===== src/core/tecc_pkg.sv =====
// Constants, field layouts and small decoders of the 16-bit timer/event counter.
// Assumes one clock domain; every file of the block imports this package.
package tecc_pkg;

	// Register indices on the plain register port
	localparam int          ADDR_W     = 3;
	localparam logic [2:0]  ADR_MODE   = 3'h0;
	localparam logic [2:0]  ADR_CCC    = 3'h1;
	localparam logic [2:0]  ADR_PSEL   = 3'h2;
	localparam logic [2:0]  ADR_CCA    = 3'h3;
	localparam logic [2:0]  ADR_CAPB   = 3'h4;
	localparam logic [2:0]  ADR_CNT    = 3'h5;
	localparam logic [2:0]  ADR_STAT   = 3'h6;

	// Operating modes held in mode_control_reg
	localparam int          MODE_W       = 3;
	localparam logic [2:0]  MODE_STOP    = 3'h0;
	localparam logic [2:0]  MODE_INTERVAL = 3'h1;
	localparam logic [2:0]  MODE_EVENT   = 3'h2;
	localparam logic [2:0]  MODE_FREE    = 3'h3;
	localparam logic [2:0]  MODE_RESTART = 3'h4;

	// Edge selection codes
	localparam logic [1:0]  ES_FALL    = 2'h0;
	localparam logic [1:0]  ES_RISE    = 2'h1;
	localparam logic [1:0]  ES_BAD     = 2'h2;
	localparam logic [1:0]  ES_BOTH    = 2'h3;

	// Count clock selection codes
	localparam logic [1:0]  CS_FULL    = 2'h0;
	localparam logic [1:0]  CS_DIV4    = 2'h1;
	localparam logic [1:0]  CS_DIV256  = 2'h2;
	localparam logic [1:0]  CS_EDGE    = 2'h3;

	// Prescaler
	localparam int          PRE_W      = 8;
	localparam logic [7:0]  PRE_DIV4   = 8'h03;
	localparam logic [7:0]  PRE_DIV256 = 8'hFF;

	// Field positions
	localparam int          CCC_W          = 2;
	localparam int          CCC_CAP_A_BIT  = 0;
	localparam int          CCC_SRC_INV_BIT = 1;
	localparam int          STAT_OVF_BIT   = 0;
	localparam int          PSEL_W         = 8;

	// Reset values
	localparam logic [7:0]  PSEL_RESET = 8'h00;
	localparam logic [1:0]  CCC_RESET  = 2'h0;

	typedef struct packed {
		logic [1:0] b_sel;
		logic [1:0] a_sel;
		logic [1:0] rsv;
		logic [1:0] clk_sel;
	} tecc_psel_t;

	typedef struct packed {
		logic rise;
		logic fall;
	} tecc_edge_t;

	// Edge accepted by a two-bit selection; the prohibited code accepts none
	function automatic logic tecc_edge_valid(input logic [1:0] sel, input tecc_edge_t e);
		logic r;
		r = 1'b0;
		case (sel)
			ES_FALL: r = e.fall;
			ES_RISE: r = e.rise;
			ES_BOTH: r = e.rise | e.fall;
			default: r = 1'b0;
		endcase
		return r;
	endfunction : tecc_edge_valid

	// Edge opposite to the selection; none when both edges are selected
	function automatic logic tecc_edge_inverse(input logic [1:0] sel, input tecc_edge_t e);
		logic r;
		r = 1'b0;
		case (sel)
			ES_FALL: r = e.rise;
			ES_RISE: r = e.fall;
			default: r = 1'b0;
		endcase
		return r;
	endfunction : tecc_edge_inverse

endpackage : tecc_pkg


===== src/core/tecc_edge_filt.sv =====
// Pin synchroniser and twice-sampled level filter with edge pulses.
// Assumes pin_i is asynchronous; sample_i is a one-cycle enable on clk_i.
module tecc_edge_filt
	import tecc_pkg::*;
(
	input  wire logic  clk_i,    // System clock
	input  wire logic  rst_i,    // Synchronous reset, high
	input  wire logic  pin_i,    // Asynchronous pin
	input  wire logic  sample_i, // Sampling enable
	output tecc_edge_t edge_o    // Filtered edge pulses
);

	logic sync1_r;
	logic sync2_r;
	logic seen_r;
	logic lvl_r;

	always_ff @(posedge clk_i) begin
		if (rst_i) begin
			sync1_r <= 1'b0;
			sync2_r <= 1'b0;
		end else begin
			sync1_r <= pin_i;
			sync2_r <= sync1_r;
		end
	end

	// New level must be seen on two successive samples
	always_ff @(posedge clk_i) begin
		if (rst_i) begin
			seen_r <= 1'b0;
			lvl_r  <= 1'b0;
			edge_o <= '0;
		end else begin
			edge_o <= '0;
			if (sample_i) begin
				seen_r <= sync2_r;
				if (sync2_r == seen_r && sync2_r != lvl_r) begin
					lvl_r       <= sync2_r;
					edge_o.rise <= sync2_r;
					edge_o.fall <= ~sync2_r;
				end
			end
		end
	end

endmodule : tecc_edge_filt


===== src/core/tecc_timer.sv =====
// Top of the 16-bit timer/event counter: registers, prescaler, counter, captures.
// Assumes one clock; pins are asynchronous and filtered before use.
//
// Decided for this implementation: the plain strobed port and the register addresses.

// Summary of operation
// - interval mode: match clears counter, raises match_irq_a
// - count clock from clock_select_bits, bits 0-1
// - 00 full, 01 div4, 10 div256, 11 edge
// - edge code 00 fall, 01 rise, 11 both
// - interval is compare value plus one ticks
// - clear modes: overflow only with compare FFFFH
// - lowered compare: count on, wrap, restart zero
// - event mode counts valid edges of edge_input_a
// - event mode: match clears counter, raises match_irq_a
// - input_a_edge_select sits at bits 4-5
// - event edges sampled at clock, seen twice
// - captures sampled at count clock (full rate with edge clock), seen twice
// - single capture: edge_input_a edge loads capture_b
// - dual: edge_input_a edge loads capture_b, irq
// - dual, CCC bit 1 clear: edge_input_b edge loads compare_capture_a, irq
// - free-running or restart-on-edge measurement
module tecc_timer
	import tecc_pkg::*;
#(
	parameter int CNT_W = 16 // Counter and data width
) (
	input  wire logic              clk_i,           // System clock, 50 MHz
	input  wire logic              rst_i,           // Synchronous reset, high
	input  wire logic [ADDR_W-1:0] addr_i,          // Register index
	input  wire logic [CNT_W-1:0]  wdata_i,         // Write data
	input  wire logic              we_i,            // Write strobe
	input  wire logic              re_i,            // Read strobe
	output logic      [CNT_W-1:0]  rdata_o,         // Read data, cycle after strobe
	input  wire logic              edge_input_a_i,  // Event / capture pin A
	input  wire logic              edge_input_b_i,  // Capture pin B
	output logic                   match_irq_a_o,   // Match or capture A from pin B pulse
	output logic                   capture_irq_b_o, // Capture B pulse
	output logic                   overflow_flag_o  // Sticky overflow
);

	generate
		if (CNT_W < PSEL_W) begin : g_chk
			$error("tecc_timer: CNT_W must be at least 8");
		end
	endgenerate

	localparam logic [CNT_W-1:0] CNT_MAX  = '1;
	localparam logic [CNT_W-1:0] CNT_ZERO = '0;

	function automatic logic reg_hit(input logic [ADDR_W-1:0] a, input logic [ADDR_W-1:0] r);
		return a == r;
	endfunction : reg_hit

	logic [MODE_W-1:0] mode_r;
	logic [CCC_W-1:0]  ccc_r;
	tecc_psel_t        psel_r;
	logic [CNT_W-1:0]  cca_r;
	logic [CNT_W-1:0]  capb_r;
	logic [CNT_W-1:0]  cnt_r;
	logic [CNT_W-1:0]  cnt_nxt;
	logic [PRE_W-1:0]  pre_r;
	logic              ovf_r;

	logic              running;
	logic              clear_mode;
	logic              capture_mode;
	logic              pre_tick;
	logic              cap_smp;
	logic              cnt_tick;
	logic              at_cmp;
	logic              match_clr;
	logic              match_free;
	logic              a_fast_valid;
	logic              cap_a_edge;
	logic              restart_clr;
	logic              cap_b_pin;
	logic              cap_a_inv;
	logic              ovf_set;
	logic              ovf_clr;
	tecc_edge_t        ea_fast;
	tecc_edge_t        ea_cap;
	tecc_edge_t        eb_cap;

	assign running      = mode_r != MODE_STOP;
	assign clear_mode   = mode_r == MODE_INTERVAL || mode_r == MODE_EVENT;
	assign capture_mode = mode_r == MODE_FREE || mode_r == MODE_RESTART;

	// Mode register; illegal codes fall back to stop
	always_ff @(posedge clk_i) begin
		if (rst_i) begin
			mode_r <= MODE_STOP;
		end else if (we_i && reg_hit(addr_i, ADR_MODE)) begin
			if (wdata_i[MODE_W-1:0] > MODE_RESTART) begin
				mode_r <= MODE_STOP;
			end else begin
				mode_r <= wdata_i[MODE_W-1:0];
			end
		end
	end

	// Capture/compare control
	always_ff @(posedge clk_i) begin
		if (rst_i) begin
			ccc_r <= CCC_RESET;
		end else if (we_i && reg_hit(addr_i, ADR_CCC)) begin
			ccc_r <= wdata_i[CCC_W-1:0];
		end
	end

	// Prescaler select; bits 2 and 3 always zero
	always_ff @(posedge clk_i) begin
		if (rst_i) begin
			psel_r <= PSEL_RESET;
		end else if (we_i && reg_hit(addr_i, ADR_PSEL)) begin
			psel_r     <= wdata_i[PSEL_W-1:0];
			psel_r.rsv <= '0;
		end
	end

	// Prescaler runs only while the timer runs
	always_ff @(posedge clk_i) begin
		if (rst_i || !running) begin
			pre_r <= '0;
		end else begin
			pre_r <= PRE_W'(pre_r + 1'b1);
		end
	end

	always_comb begin
		pre_tick = 1'b0;
		case (psel_r.clk_sel)
			CS_FULL:   pre_tick = 1'b1;
			CS_DIV4:   pre_tick = (pre_r & PRE_DIV4) == PRE_DIV4;
			CS_DIV256: pre_tick = pre_r == PRE_DIV256;
			default:   pre_tick = 1'b0;
		endcase
	end

	// Capture sampling follows the count clock; full rate when counting edges
	assign cap_smp = (psel_r.clk_sel == CS_EDGE) ? 1'b1 : pre_tick;

	tecc_edge_filt u_filt_a_fast (
		.clk_i    (clk_i),
		.rst_i    (rst_i),
		.pin_i    (edge_input_a_i),
		.sample_i (1'b1),
		.edge_o   (ea_fast)
	);

	tecc_edge_filt u_filt_a_cap (
		.clk_i    (clk_i),
		.rst_i    (rst_i),
		.pin_i    (edge_input_a_i),
		.sample_i (cap_smp),
		.edge_o   (ea_cap)
	);

	tecc_edge_filt u_filt_b_cap (
		.clk_i    (clk_i),
		.rst_i    (rst_i),
		.pin_i    (edge_input_b_i),
		.sample_i (cap_smp),
		.edge_o   (eb_cap)
	);

	assign a_fast_valid = tecc_edge_valid(psel_r.a_sel, ea_fast);

	// Count tick: pin edges in event mode or with edge clock, else prescaler
	always_comb begin
		cnt_tick = 1'b0;
		if (running) begin
			if (mode_r == MODE_EVENT || psel_r.clk_sel == CS_EDGE) begin
				cnt_tick = a_fast_valid;
			end else begin
				cnt_tick = pre_tick;
			end
		end
	end

	assign at_cmp     = cnt_r == cca_r;
	assign match_clr  = clear_mode && cnt_tick && at_cmp;
	assign match_free = capture_mode && cnt_tick && at_cmp && !ccc_r[CCC_CAP_A_BIT];

	// Capture events
	assign cap_a_edge  = capture_mode && tecc_edge_valid(psel_r.a_sel, ea_cap);
	assign restart_clr = mode_r == MODE_RESTART && cap_a_edge;
	assign cap_b_pin   = capture_mode && ccc_r[CCC_CAP_A_BIT] && !ccc_r[CCC_SRC_INV_BIT]
		&& tecc_edge_valid(psel_r.b_sel, eb_cap);
	assign cap_a_inv   = capture_mode && ccc_r[CCC_CAP_A_BIT] && ccc_r[CCC_SRC_INV_BIT]
		&& tecc_edge_inverse(psel_r.a_sel, ea_cap);

	// Next counter value
	always_comb begin
		cnt_nxt = cnt_r;
		if (!running) begin
			cnt_nxt = CNT_ZERO;
		end else if (restart_clr) begin
			cnt_nxt = CNT_ZERO;
		end else if (match_clr) begin
			cnt_nxt = CNT_ZERO;
		end else if (cnt_tick) begin
			cnt_nxt = CNT_W'(cnt_r + 1'b1);
		end
	end

	always_ff @(posedge clk_i) begin
		if (rst_i) begin
			cnt_r <= CNT_ZERO;
		end else begin
			cnt_r <= cnt_nxt;
		end
	end

	// Overflow: wrap in free modes; in clear modes only with compare at max
	always_comb begin
		ovf_set = 1'b0;
		if (cnt_tick && cnt_r == CNT_MAX && !restart_clr) begin
			if (clear_mode) begin
				ovf_set = cca_r == CNT_MAX;
			end else begin
				ovf_set = 1'b1;
			end
		end
	end

	assign ovf_clr = we_i && reg_hit(addr_i, ADR_STAT) && wdata_i[STAT_OVF_BIT];

	// Set beats a same-cycle clear
	always_ff @(posedge clk_i) begin
		if (rst_i) begin
			ovf_r <= 1'b0;
		end else if (ovf_set) begin
			ovf_r <= 1'b1;
		end else if (ovf_clr) begin
			ovf_r <= 1'b0;
		end
	end

	// Compare/capture A: hardware capture wins over a software write
	always_ff @(posedge clk_i) begin
		if (rst_i) begin
			cca_r <= CNT_ZERO;
		end else if (cap_b_pin || cap_a_inv) begin
			cca_r <= cnt_r;
		end else if (we_i && reg_hit(addr_i, ADR_CCA)) begin
			cca_r <= wdata_i;
		end
	end

	// Capture B is loaded by hardware only
	always_ff @(posedge clk_i) begin
		if (rst_i) begin
			capb_r <= CNT_ZERO;
		end else if (cap_a_edge) begin
			capb_r <= cnt_r;
		end
	end

	// Interrupt request pulses
	always_ff @(posedge clk_i) begin
		if (rst_i) begin
			match_irq_a_o   <= 1'b0;
			capture_irq_b_o <= 1'b0;
		end else begin
			match_irq_a_o   <= match_clr || match_free || cap_b_pin;
			capture_irq_b_o <= cap_a_edge;
		end
	end

	always_ff @(posedge clk_i) begin
		if (rst_i) begin
			overflow_flag_o <= 1'b0;
		end else begin
			overflow_flag_o <= ovf_set || (ovf_r && !ovf_clr);
		end
	end

	// Read port: data stand one cycle, zero otherwise
	always_ff @(posedge clk_i) begin
		if (rst_i || !re_i) begin
			rdata_o <= CNT_ZERO;
		end else begin
			rdata_o <= CNT_ZERO;
			case (addr_i)
				ADR_MODE: rdata_o[MODE_W-1:0] <= mode_r;
				ADR_CCC:  rdata_o[CCC_W-1:0]  <= ccc_r;
				ADR_PSEL: rdata_o[PSEL_W-1:0] <= psel_r;
				ADR_CCA:  rdata_o             <= cca_r;
				ADR_CAPB: rdata_o             <= capb_r;
				ADR_CNT:  rdata_o             <= cnt_r;
				ADR_STAT: rdata_o[STAT_OVF_BIT] <= ovf_r;
				default:  rdata_o             <= CNT_ZERO;
			endcase
		end
	end

endmodule : tecc_timer


===== config.mk =====
export PLATFORM = sky130hd
export DESIGN_NAME = tecc_timer
export DESIGN_NICKNAME = d
export VERILOG_FILES = /design/src/core/tecc_pkg.sv /design/src/core/tecc_edge_filt.sv /design/src/core/tecc_timer.sv
export SDC_FILE = /design/constraint.sdc
export NUM_CORES = 1
export LEC_CHECK = 0
export CORE_MARGIN = 1.5
export CORE_UTILIZATION = 23
export CTS_CLUSTER_SIZE = 14
export DETAILED_ROUTE_END_ITERATION = 8
export DONT_BUFFER_PORTS = 1
export GPL_TIMING_DRIVEN = 1
export PLACE_DENSITY_LB_ADDON = 0.08
export SLEW_MARGIN = 20
export SYNTH_ARGS = -nofsm -noshare
export SYNTH_HDL_FRONTEND = slang
export SYNTH_SLANG_ARGS = --single-unit
export TNS_END_PERCENT = 20

===== constraint.sdc =====
create_clock -name clk_i -period 6.05 [get_ports clk_i]
set_clock_uncertainty 0.15 [all_clocks]
set_input_delay 1.21 -clock clk_i [delete_from_list [all_inputs] [get_ports clk_i]]
set_output_delay 1.21 -clock clk_i [all_outputs]
set_load 0.01 [all_outputs]

* Word-level counts from Yosys, hierarchy flattened *
Index checks and enable logic that the tools add are counted.

operators by class
  add/subtract/negate cells = 2
  order comparisons = 1
  equality and inequality tests = 28
  mux-type cells = 20
  bitwise operators = 10
  reductions and logical operators = 52

operator list
  kind                                                                   number
  16-bit equality test, second input constant                            2
  16-bit 2-to-1 mux                                                      2
  1-bit logical AND                                                      24
  8-bit case mux with 3 select lines                                     1
  5-bit case mux with 4 select lines                                     1
  16-bit by 1-bit adder with 16-bit output, second input constant        1
  16-bit equality test                                                   1
  3-bit by 2-bit equality test with 1-bit output, second input constant  4
  3-bit equality test, second input constant                             4
  1-bit case mux with 3 select lines                                     4
  2-bit equality test, second input constant                             5
  1-bit logical OR                                                       9
  8-bit by 1-bit adder with 8-bit output, second input constant          1
  8-bit equality test, second input constant                             1
  1-bit 2-to-1 mux                                                       7
  1-bit NOT                                                              7
  1-bit case mux with 7 select lines                                     1
  2-bit by 1-bit equality test with 1-bit output, second input constant  3
  3-bit by 1-bit equality test with 1-bit output, second input constant  2
  1-bit zero test                                                        6
  2-bit zero test                                                        3
  1-bit case mux with 6 select lines                                     1
  3-bit OR reduction                                                     2
  1-bit case mux with 4 select lines                                     1
  other kinds (12)                                                       20

storage, ports and cells
  flip-flop bits (word level) = 103
  input port bits = 25
  output and inout port bits = 19
  word-level logic and storage cells = 143

* Logic depth before layout (Yosys ltp) *
Gate-level depths: netlist of run 1.

  depth in word-level cells = 9
  depth in mapped cells = 7
  gate-level depth less buffers = 6

* Modules after synthesis *
From an unflattened synthesis of run 1, not the netlist that was laid out.

second synthesis, totals
  cells, all modules = 549
  area, all modules = 4993.5 um^2

by module, submodules not included
  module          instances  cells each  area each (um^2)  seq. area each (um^2)
  tecc_timer      1          492         4389.2            1741.7
  tecc_edge_filt  3          19          201.4             120.1

* Worst setup path after synthesis of run 1 *
Ideal clock, no wire load.

  path kind = input port to flip-flop
  start point = input addr_i[2]
  end point = register cca_r[10]
  arrival = 2.357 ns
  path slack = 3.421 ns
  cell stages on the path = 6
  path buffers = 2
  cells stage by stage = buf_2 > nand4b_1 > buf_2 > mux2i_1 > o21ai_0 > o311a_1

on the way
  longest elaborated chain between the ends = 3

ends and longest elaborated chain
  item                                            line               source
  start, declared                                 tecc_timer.sv:30   input wire logic [ADDR_W-1:0] addr_i,
  3-bit by 2-bit equality test with 1-bit output  tecc_timer.sv:52   return a == r;
  1-bit logical AND                               tecc_timer.sv:246  end else if (we_i && reg_hit(addr_i, ADR_CCA)) begin
  2-bit nonzero test (no line)                    -
  end signal, assigned                            tecc_timer.sv:245  cca_r <= cnt_r;
  end signal, assigned                            tecc_timer.sv:247  cca_r <= wdata_i;
  end, declared                                   tecc_timer.sv:58   logic [CNT_W-1:0] cca_r;

Every way passes these cells.
A chain may end at the register's enable or synchronous reset.

* Worst setup path after layout of run 1 *
  start point = input rst_i
  end point = register rdata_o[7]

on the way
  longest elaborated chain between the ends = 1

ends and longest elaborated chain
  item                           line               source
  start, declared                tecc_timer.sv:29   input wire logic rst_i,
  1-bit logical OR               tecc_timer.sv:281  if (rst_i || !re_i) begin
  end signal, assigned by index  tecc_timer.sv:286  ADR_MODE: rdata_o[MODE_W-1:0] <= mode_r;
  end signal, assigned by index  tecc_timer.sv:287  ADR_CCC: rdata_o[CCC_W-1:0] <= ccc_r;
  end signal, assigned by index  tecc_timer.sv:288  ADR_PSEL: rdata_o[PSEL_W-1:0] <= psel_r;
  end, declared                  tecc_timer.sv:34   output logic [CNT_W-1:0] rdata_o,

Every way passes these cells.

==> results of run 1 <==
worst max-delay path, stage by stage:
cell and delay (ps):
clkinv_1 450, nand2_1 700, o21bai_1 220, a211oi_1 80
worst paths after layout:
kind                   startpoint                    to  slack, ps
max reg2reg              pre_r[0]             cnt_r[14]       3550
min reg2reg  u_filt_b_cap.sync1_r  u_filt_b_cap.sync2_r        290
min          u_filt_b_cap.sync1_r  u_filt_b_cap.sync2_r        290
max                         rst_i            rdata_o[7]       3460
through the flow:
stage	hold WS [ps]	total power, µW
after floorplan	254	749
after global placement	271	754
after detailed placement	282	754
after CTS	299	1380
after global routing	306	1400
final	292	1350
power breakdown:
group	switching, µW	internal, µW	total (µW)
sequential	9.02	683	692
combinational	24.9	19.8	44.7
clock	287	327	614
cell usage in the layout, fill, tap and decap left out, drive strengths merged, types with 17 or more instances in the layout:
master / n
a22oi: 17
dfxtp: 103
mux2i: 26
nand2: 32
mux2: 19
xnor2: 19
o21ai: 36
a21oi: 44
nor2: 46
logic make-up (layout without fill, tap and decap cells):
logic type	Yosys count	in the layout	synth area share
AO/OA/AOI/OAI	151	151	0.211
XOR/XNOR	24	24	0.0422
adder cells (fa/ha/maj)	2	2	0.00502
buffers and inverters	52	32	0.0518
flip-flops	103	103	0.414
multiplexers	47	47	0.104
AND/OR/NAND/NOR	161	161	0.172
flip-flops by register name (all words and copies together) (netlist names), 3 cells and up:
name and count:
mode_r 3, capb_r 16, pre_r 8, psel_r 6, cnt_r 16, rdata_o 16
cca_r 16
layout make-up:
type / instances / share of cell area
clock buffer: 9 / 0.0413
clock inverter: 7 / 0.0145
inverter: 11 / 0.00758
multi-input combinational: 385 / 0.488
sequential: 103 / 0.378
tap: 275 / 0.0631
timing repair buffer: 5 / 0.00689
synthesized netlist by cell type (all sizes together), types with 2 or more instances:
cell and count:
a211oi 3, nand2 32, o22a 2, a311oi 5, a21oi 44, o311a 11
mux2 19, nor4 5, xor2 5, a22o 2, and2 2, mux4 2
nor3 5, and4 2, o22ai 4, and3 5, a21o 4, nand3 13
nor3b 3, clkbuf 17, nor2b 8, buf 24, o31ai 11, nand2b 7
o21ai 36, nand4 13, a221oi 2, o2bb2ai 2, or4 8, or3 6
dfxtp 103, inv 10, nor2 46, ha 2, nand3b 2, xnor2 19
a2bb2oi 3, mux2i 26, a22oi 17
per-layer routing:
layer  vias up  track usage  routed length, µm
met5         -            0                  0
met4         0       0.0441                295
met3        19       0.0330                616
met2        81        0.218               6750
met1      1947        0.189               7450
li1       1927            -                  -
==> reports/metrics.yaml, run 1 <==
tightest_slew_ps: 986
start_kind: "input pin"
drc: 0
fin_crit_ps: 2590
io_buffers: 0
min_path_cells: 1
nNetsFinal: 542
drt-total-wl_um: 15100
fin_ws_ps: 3460
postPlaceCellArea_um2: 5140
dp_hpwl_um: 10800
cts_resized: 0
syn_nets: 567
hold_violations: 0
dp_slack_ps: 3080
rows: 53
synth_area_leader_cell: "dfxtp_1"
cts_tree: "built"
required_ps: 6140
yosysSeqAreaShare: 0.414
place_congestion: 0.802
synth-seq-cells: 103
ctsHtreeMaxLevel: 3
grt_overflow: 0
grt_antenna_before_repair: 0
hold_path.class: "register to register"
io_pins: 44
fmax_mhz: 387
worstPathMaxFanout: 48
p_leak_uw: 0.00175
syn-cell-area_um2: 4980
max-cap-violations: 0
ys_warn_count: 0
r2r_cells: 6
cts_sinks: 103
place_inst: 779
post-route-util: 0.258
numCtsBuffers: 9
start_util: 0.235
dominantRegCellSynth: "dfxtp_1"
synth_area_leaders: "dfxtp_1 41%, mux2i_1 5.2%, mux2_2 4.3%"
slew_headroom: 0.337
die_y_um: 150
grt_util_all_layers: 0.140
grt_pass1_vias: 3851
multiInputGateArea_um2: 2660
antenna_cells: 0
viasPerCell: 5.00
rsz0062_at_grt: "no"
post_cts_buffers: 0
yosys.area.top_type_share: 0.414
slew_violations: 0
clk_path_buf_depth: 2
vias: 3974
seq_area_um2: 2060
fin_cells: 795
fillCellCount: 2262
synth_cell_types: 62
synth_edf_count: 0
dr.first_iter.drc_count: 217
insertion_delay_ps: 370
root_buffer: "clkbuf_16"
finalCritPeriodShare: 0.427
die_w_um: 150
grt_pass1_wl_um: 23500
crit_type: "input pin to register"
ant_nets: 0
synthCells: 540
core-area_um2: 21200
detail_route.wl_per_cell_um: 19.0
status: "completed"
clk_pin_slew_ps: 70
cp.arrival_ps: 2680
postLayoutCellArea_um2: 5450
ir_drop_v: 0.000150
die_area_um2: 22500
grt_max_degree: 49
drive_gt1_frac: 0.127
power_density_nw_per_um2: 248
async_reset_ff_frac: 0
finalSetupViolations: 0
syn_avg_cell_area_um2: 9.22
holdBufCountCts: 0
crit_path_end_kind: "register"
first_pass_iters: 4
syn2layout_area_growth_pct: 9.42
setup_tns_ps: 0
(Power assumes the default switching activity.)
==> run 2, diff against run 1 <==
- clock period: 6.05 -> 2.1 ns (I/O delays scaled with it)
==> reports/metrics.yaml, run 2 (same netlist as run 1, synthesis figures left out) <==
p_leak_uw: 0.00209  # +20%
crit_path_end_kind: "register"
tightest_slew_ps: 599  # -387 ps
detail_route.wl_per_cell_um: 19.0  # about the same
layout_commonest_cell: "dfxtp_1"
nNetsFinal: 602  # +11%
power_density_nw_per_um2: 670  # +170%
post-route-util: 0.285  # +0.0270
viasPerCell: 4.82  # -3.6%
cts_tree: "built"
vias: 4115  # +3.5%
fillCellCount: 2253  # -0.40%
drc: 0  # unchanged
whs_endpoint: "u_filt_b_cap.lvl_r"
required_ps: 2230  # -3910 ps
swShare: 0.224  # -0.0132
postPlaceCellArea_um2: 5600  # +8.9%
slew_violations: 0  # unchanged
ctsHtreeMaxLevel: 3  # unchanged
grt_pass1_vias: 4034  # +4.8%
io_buffers: 0  # unchanged
place_congestion: 0.771  # -3.9%
whs_ps: 33.5  # -259 ps
cell_internal_pwr_uw: 3130  # +200%
status: "completed"
fin_crit_ps: 2010
fmax_mhz: 497
rsz0062_at_grt: "yes"
die_w_um: 150  # unchanged
hold_violations: 0  # unchanged
cts_sinks: 103  # unchanged
clk_pin_slew_ps: 70  # about the same
worstPathMaxFanout: 16  # -67%
multiInputGateArea_um2: 2700  # +1.5%
finalSetupViolations: 0  # unchanged
syn2layout_area_growth_pct: 20.9
numCtsBuffers: 9  # unchanged
grt_overflow: 0  # unchanged
comb_power_share: 0.046  # +0.013
dp_slack_ps: -253  # -3330 ps
clkPwrFrac: 0.460  # +0.006
hold_path.class: "input pin to register"
grt_max_degree: 41  # -16%
r2r_end: "cnt_r[7]"
drive_gt1_frac: 0.235  # +0.108
insertion_delay_ps: 360  # about the same
ant_nets: 0  # unchanged
start_util: 0.235  # unchanged
hold_path_startpoint: "rst_i"
reg2reg_setup_slack_ps: 90  # -3460 ps
drt-total-wl_um: 16200  # +7.5%
regToRegStartpoint: "pre_r[0]"
layout_common_cells: "97 x dfxtp_1, 59 x buf_4, 42 x nor2_1"
seqPwrFrac: 0.494  # -0.019
ir_drop_v: 0.000349  # +130%
crit_type: "register to register"
core-area_um2: 21200  # unchanged
rows: 53  # unchanged
r2r_cells: 8  # +2
dr.first_iter.drc_count: 182  # -16%
grt_pass1_wl_um: 25000  # +6.2%
first_pass_iters: 4  # unchanged
fin_ws_ps: 86.5  # -3380 ps
grt_antenna_before_repair: 0  # unchanged
min_path_cells: 1  # unchanged
max-cap-violations: 0  # unchanged
finalCritPeriodShare: 0.959
dp_hpwl_um: 11600  # +8.1%
slew_headroom: 0.601  # +0.264
io_pins: 44  # unchanged
root_buffer: "clkbuf_16"
grt_util_all_layers: 0.149  # +0.00956
antenna_cells: 0  # unchanged
switchingPower_uw: 905  # +180%
seq_area_um2: 2070  # +0.36%
start_kind: "register"
postLayoutCellArea_um2: 6020  # +10%
cp.arrival_ps: 2150  # -530 ps
clk_path_buf_depth: 2  # unchanged
die_y_um: 150  # unchanged
die_area_um2: 22500  # unchanged
run 2: cell type report:
class,instances,share of cell area
Tap cell,275,0.0572
Clock inverter,5,0.0137
Clock buffer,10,0.0397
Timing Repair Buffer,65,0.0904
Multi-Input combinational cell,385,0.448
Inverter,11,0.00686
Sequential cell,103,0.344
run 2: power by group through the flow:
| stage | Combinational [µW] | Clock (µW) | Sequential (µW) |
|---|---|---|---|
| 3_3_place_gp | 161 | 0 | 2040 |
| 4_1_cts | 187 | 1930 | 1990 |
| 5_1_grt | 201 | 1980 | 1990 |
| 6_report | 185 | 1860 | 1990 |
| 2_1_floorplan | 128 | 0 | 2030 |
| 3_5_place_dp | 161 | 0 | 2040 |
run 2: worst max-delay path by stage:
stage	from	end	slack, ps	depth (start not counted)
final	pre_r[0]	cnt_r[7]	90	8
after floorplan	pre_r[0]	cnt_r[10]	110	7
after CTS	psel_r[5]	cnt_r[7]	10	7
after detailed placement	pre_r[0]	cnt_r[14]	-250	6
after global placement	pre_r[0]	cnt_r[14]	-230	6
after global routing	mode_r[2]	cnt_r[14]	-10	5
run 2: per-stage QoR:
step,total power [µW],instances,setup TNS [ps]
final,4030,854,0
after global routing,4170,854,-21.7
after CTS,4110,852,0
after detailed placement,2200,835,-1350
after global placement,2200,835,-973
after floorplan,2160,540,0
run 2: what timing repair did:
action,4_1_cts,5_1_grt
pin swaps,0,1
endpoints found under the setup margin,10,21
gates cloned,0,0
setup buffers,0,2
gates resized for setup,3,12
endpoints found under the hold margin,40,0
hold buffers,2,0
run 2: layer usage:
metal / vias up / part of all wire / GRT usage
li1: 2053 / - / -
met1: 1981 / 0.48 / 0.200
met2: 71 / 0.47 / 0.246
met3: 10 / 0.039 / 0.0294
met4: 0 / 0.0094 / 0.0353
met5: - / 0 / 0
run 2: critical path, cell delays in order (launching register included):
cell	delay [ps]
dfxtp_2	330
ha_2	190
and4b_1	210
o2bb2ai_2	140
buf_6	130
o2bb2ai_2	120
a311o_2	390
buf_12	170
a21oi_1	120
==> run 3, diff against run 2 <==
- clock period: 2.1 -> 2.2 ns (I/O delays scaled with it)
==> reports/metrics.yaml, run 3 (same netlist as run 1, synthesis figures left out) <==
viasPerCell: 4.87  # +1.1%
crit_path_end_kind: "register"
ctsHtreeMaxLevel: 3  # unchanged
clk_pin_slew_ps: 70  # about the same
slew_violations: 0  # unchanged
required_ps: 2340  # +110 ps
grt_max_degree: 30  # -27%
post-route-util: 0.279  # -0.00568
cp_top_family: "simple AND/OR/NAND/NOR gates"
cpMaxStageDelayCell: "or4_1"
grt_util_all_layers: 0.157  # +0.00743
crit_chain: "ha_2, and4b_1, o2bb2ai_2, a2bb2oi_4, or4_1, a21oi_2"
root_buffer: "clkbuf_16"
comb_power_share: 0.047  # about the same
max-cap-violations: 0  # unchanged
ir_drop_v: 0.000329  # -5.6%
cts_sinks: 103  # unchanged
switchingPower_uw: 903  # -0.19%
vias: 4101  # -0.34%
io_pins: 44  # unchanged
crit_type: "register to register"
drt-total-wl_um: 16900  # +3.7%
fmax_mhz: 489  # -1.5%
core-area_um2: 21200  # unchanged
die_w_um: 150  # unchanged
seqPwrFrac: 0.487  # -0.007
clkPwrFrac: 0.467  # +0.007
drc: 0  # unchanged
rows: 53  # unchanged
cts_tree: "built"
insertion_delay_ps: 350  # about the same
cell_internal_pwr_uw: 3000  # -4.0%
postLayoutCellArea_um2: 5900  # -2.0%
dr.first_iter.drc_count: 232  # +27%
clk_path_buf_depth: 2  # unchanged
cp.buffers_inverters: 0  # -2
finalSetupViolations: 0  # unchanged
worstPathMaxFanout: 16  # unchanged
slew_headroom: 0.514  # -0.0863
first_pass_iters: 4  # unchanged
swShare: 0.231  # +0.00680
p_leak_uw: 0.00201  # -4.1%
grt_pass1_vias: 4036  # +0.050%
grt_overflow: 0  # unchanged
tightest_slew_ps: 726  # +128 ps
grt_antenna_before_repair: 0  # unchanged
start_kind: "register"
cp.arrival_ps: 2180  # +30 ps
drive_gt1_frac: 0.196  # -0.0391
layout_commonest_cell: "dfxtp_1"
io_buffers: 0  # unchanged
hold_path.class: "input pin to register"
numCtsBuffers: 9  # unchanged
fillCellCount: 2241  # -0.53%
status: "completed"
ant_nets: 0  # unchanged
start_util: 0.235  # unchanged
dp_hpwl_um: 11400  # -1.8%
antenna_cells: 0  # unchanged
layout_common_cells: "99 x dfxtp_1, 43 x buf_4, 42 x nor2_1"
rsz0062_at_grt: "no"
post_cts_buffers: 0  # unchanged
finalCritPeriodShare: 0.929  # -0.0296
whs_ps: 28.4  # -5.06 ps
die_area_um2: 22500  # unchanged
place_congestion: 0.742  # -3.7%
hold_violations: 0  # unchanged
setup_tns_ps: 0  # unchanged
syn2layout_area_growth_pct: 18.5
power_density_nw_per_um2: 662  # -1.2%
detail_route.wl_per_cell_um: 20.0  # +5.2%
die_y_um: 150  # unchanged
fin_crit_ps: 2040  # +30.8 ps
nNetsFinal: 589  # -2.2%
grt_pass1_wl_um: 25800  # +3.5%
critical_path.max_stage_delay_ps: 550  # +160 ps
postPlaceCellArea_um2: 5470  # -2.4%
run 3: timing repair:
action / in CTS / in global routing
hold buffers: 7 / 0
gates resized for setup: 0 / 8
endpoints found under the hold margin: 7 / 0
setup endpoints to repair: 0 / 19
run 3: worst register-to-register path: cells and delay by family (launching register included):
family                   cells  cell delay (ps)
adder cells (fa/ha/maj)      1              210
AND/OR/NAND/NOR              2              770
AO/OA/AOI/OAI                3              490
flip-flops                   1              370
run 3: power groups by stage:
stage	sequential [µW]	clock [µW]	combinational, µW
final	1900	1820	183
after floorplan	1940	0	123
after global placement	1950	0	147
after global routing	1900	1950	198
after detailed placement	1950	0	146
after CTS	1900	1880	181
run 3: layout make-up:
type	instances	area, µm²	area share
tap	275	344	0.0583
multi-input combinational	385	2690	0.455
inverter	11	41.3	0.00700
clock inverter	5	86.3	0.0146
clock buffer	11	243	0.0411
timing repair buffer	52	433	0.0734
sequential	103	2070	0.350
run 3: worst paths after layout:
kind	to	from	slack [ps]	cells after the start
min reg2reg	u_filt_a_fast.sync2_r	u_filt_a_cap.sync1_r	300	1
min	match_irq_a_o	rst_i	30	1
max reg2reg	cnt_r[13]	pre_r[0]	160	6
max	cnt_r[13]	pre_r[0]	160	6
run 3: through the flow:
step	setup WS, ps	cells	power (µW)
after floorplan	211	540	2060
after global placement	70.0	819	2090
after detailed placement	51.5	819	2090
after CTS	28.7	842	3970
after global routing	0.164	842	4050
final	156	842	3910
run 3: layer usage:
layer | GRT usage | wire (µm) | vias to the layer above
li1 | - | - | 2027
met1 | 0.208 | 8110 | 2004
met2 | 0.256 | 8060 | 63
met3 | 0.0330 | 572 | 7
met4 | 0.0407 | 116 | 0
met5 | 0 | 0 | -
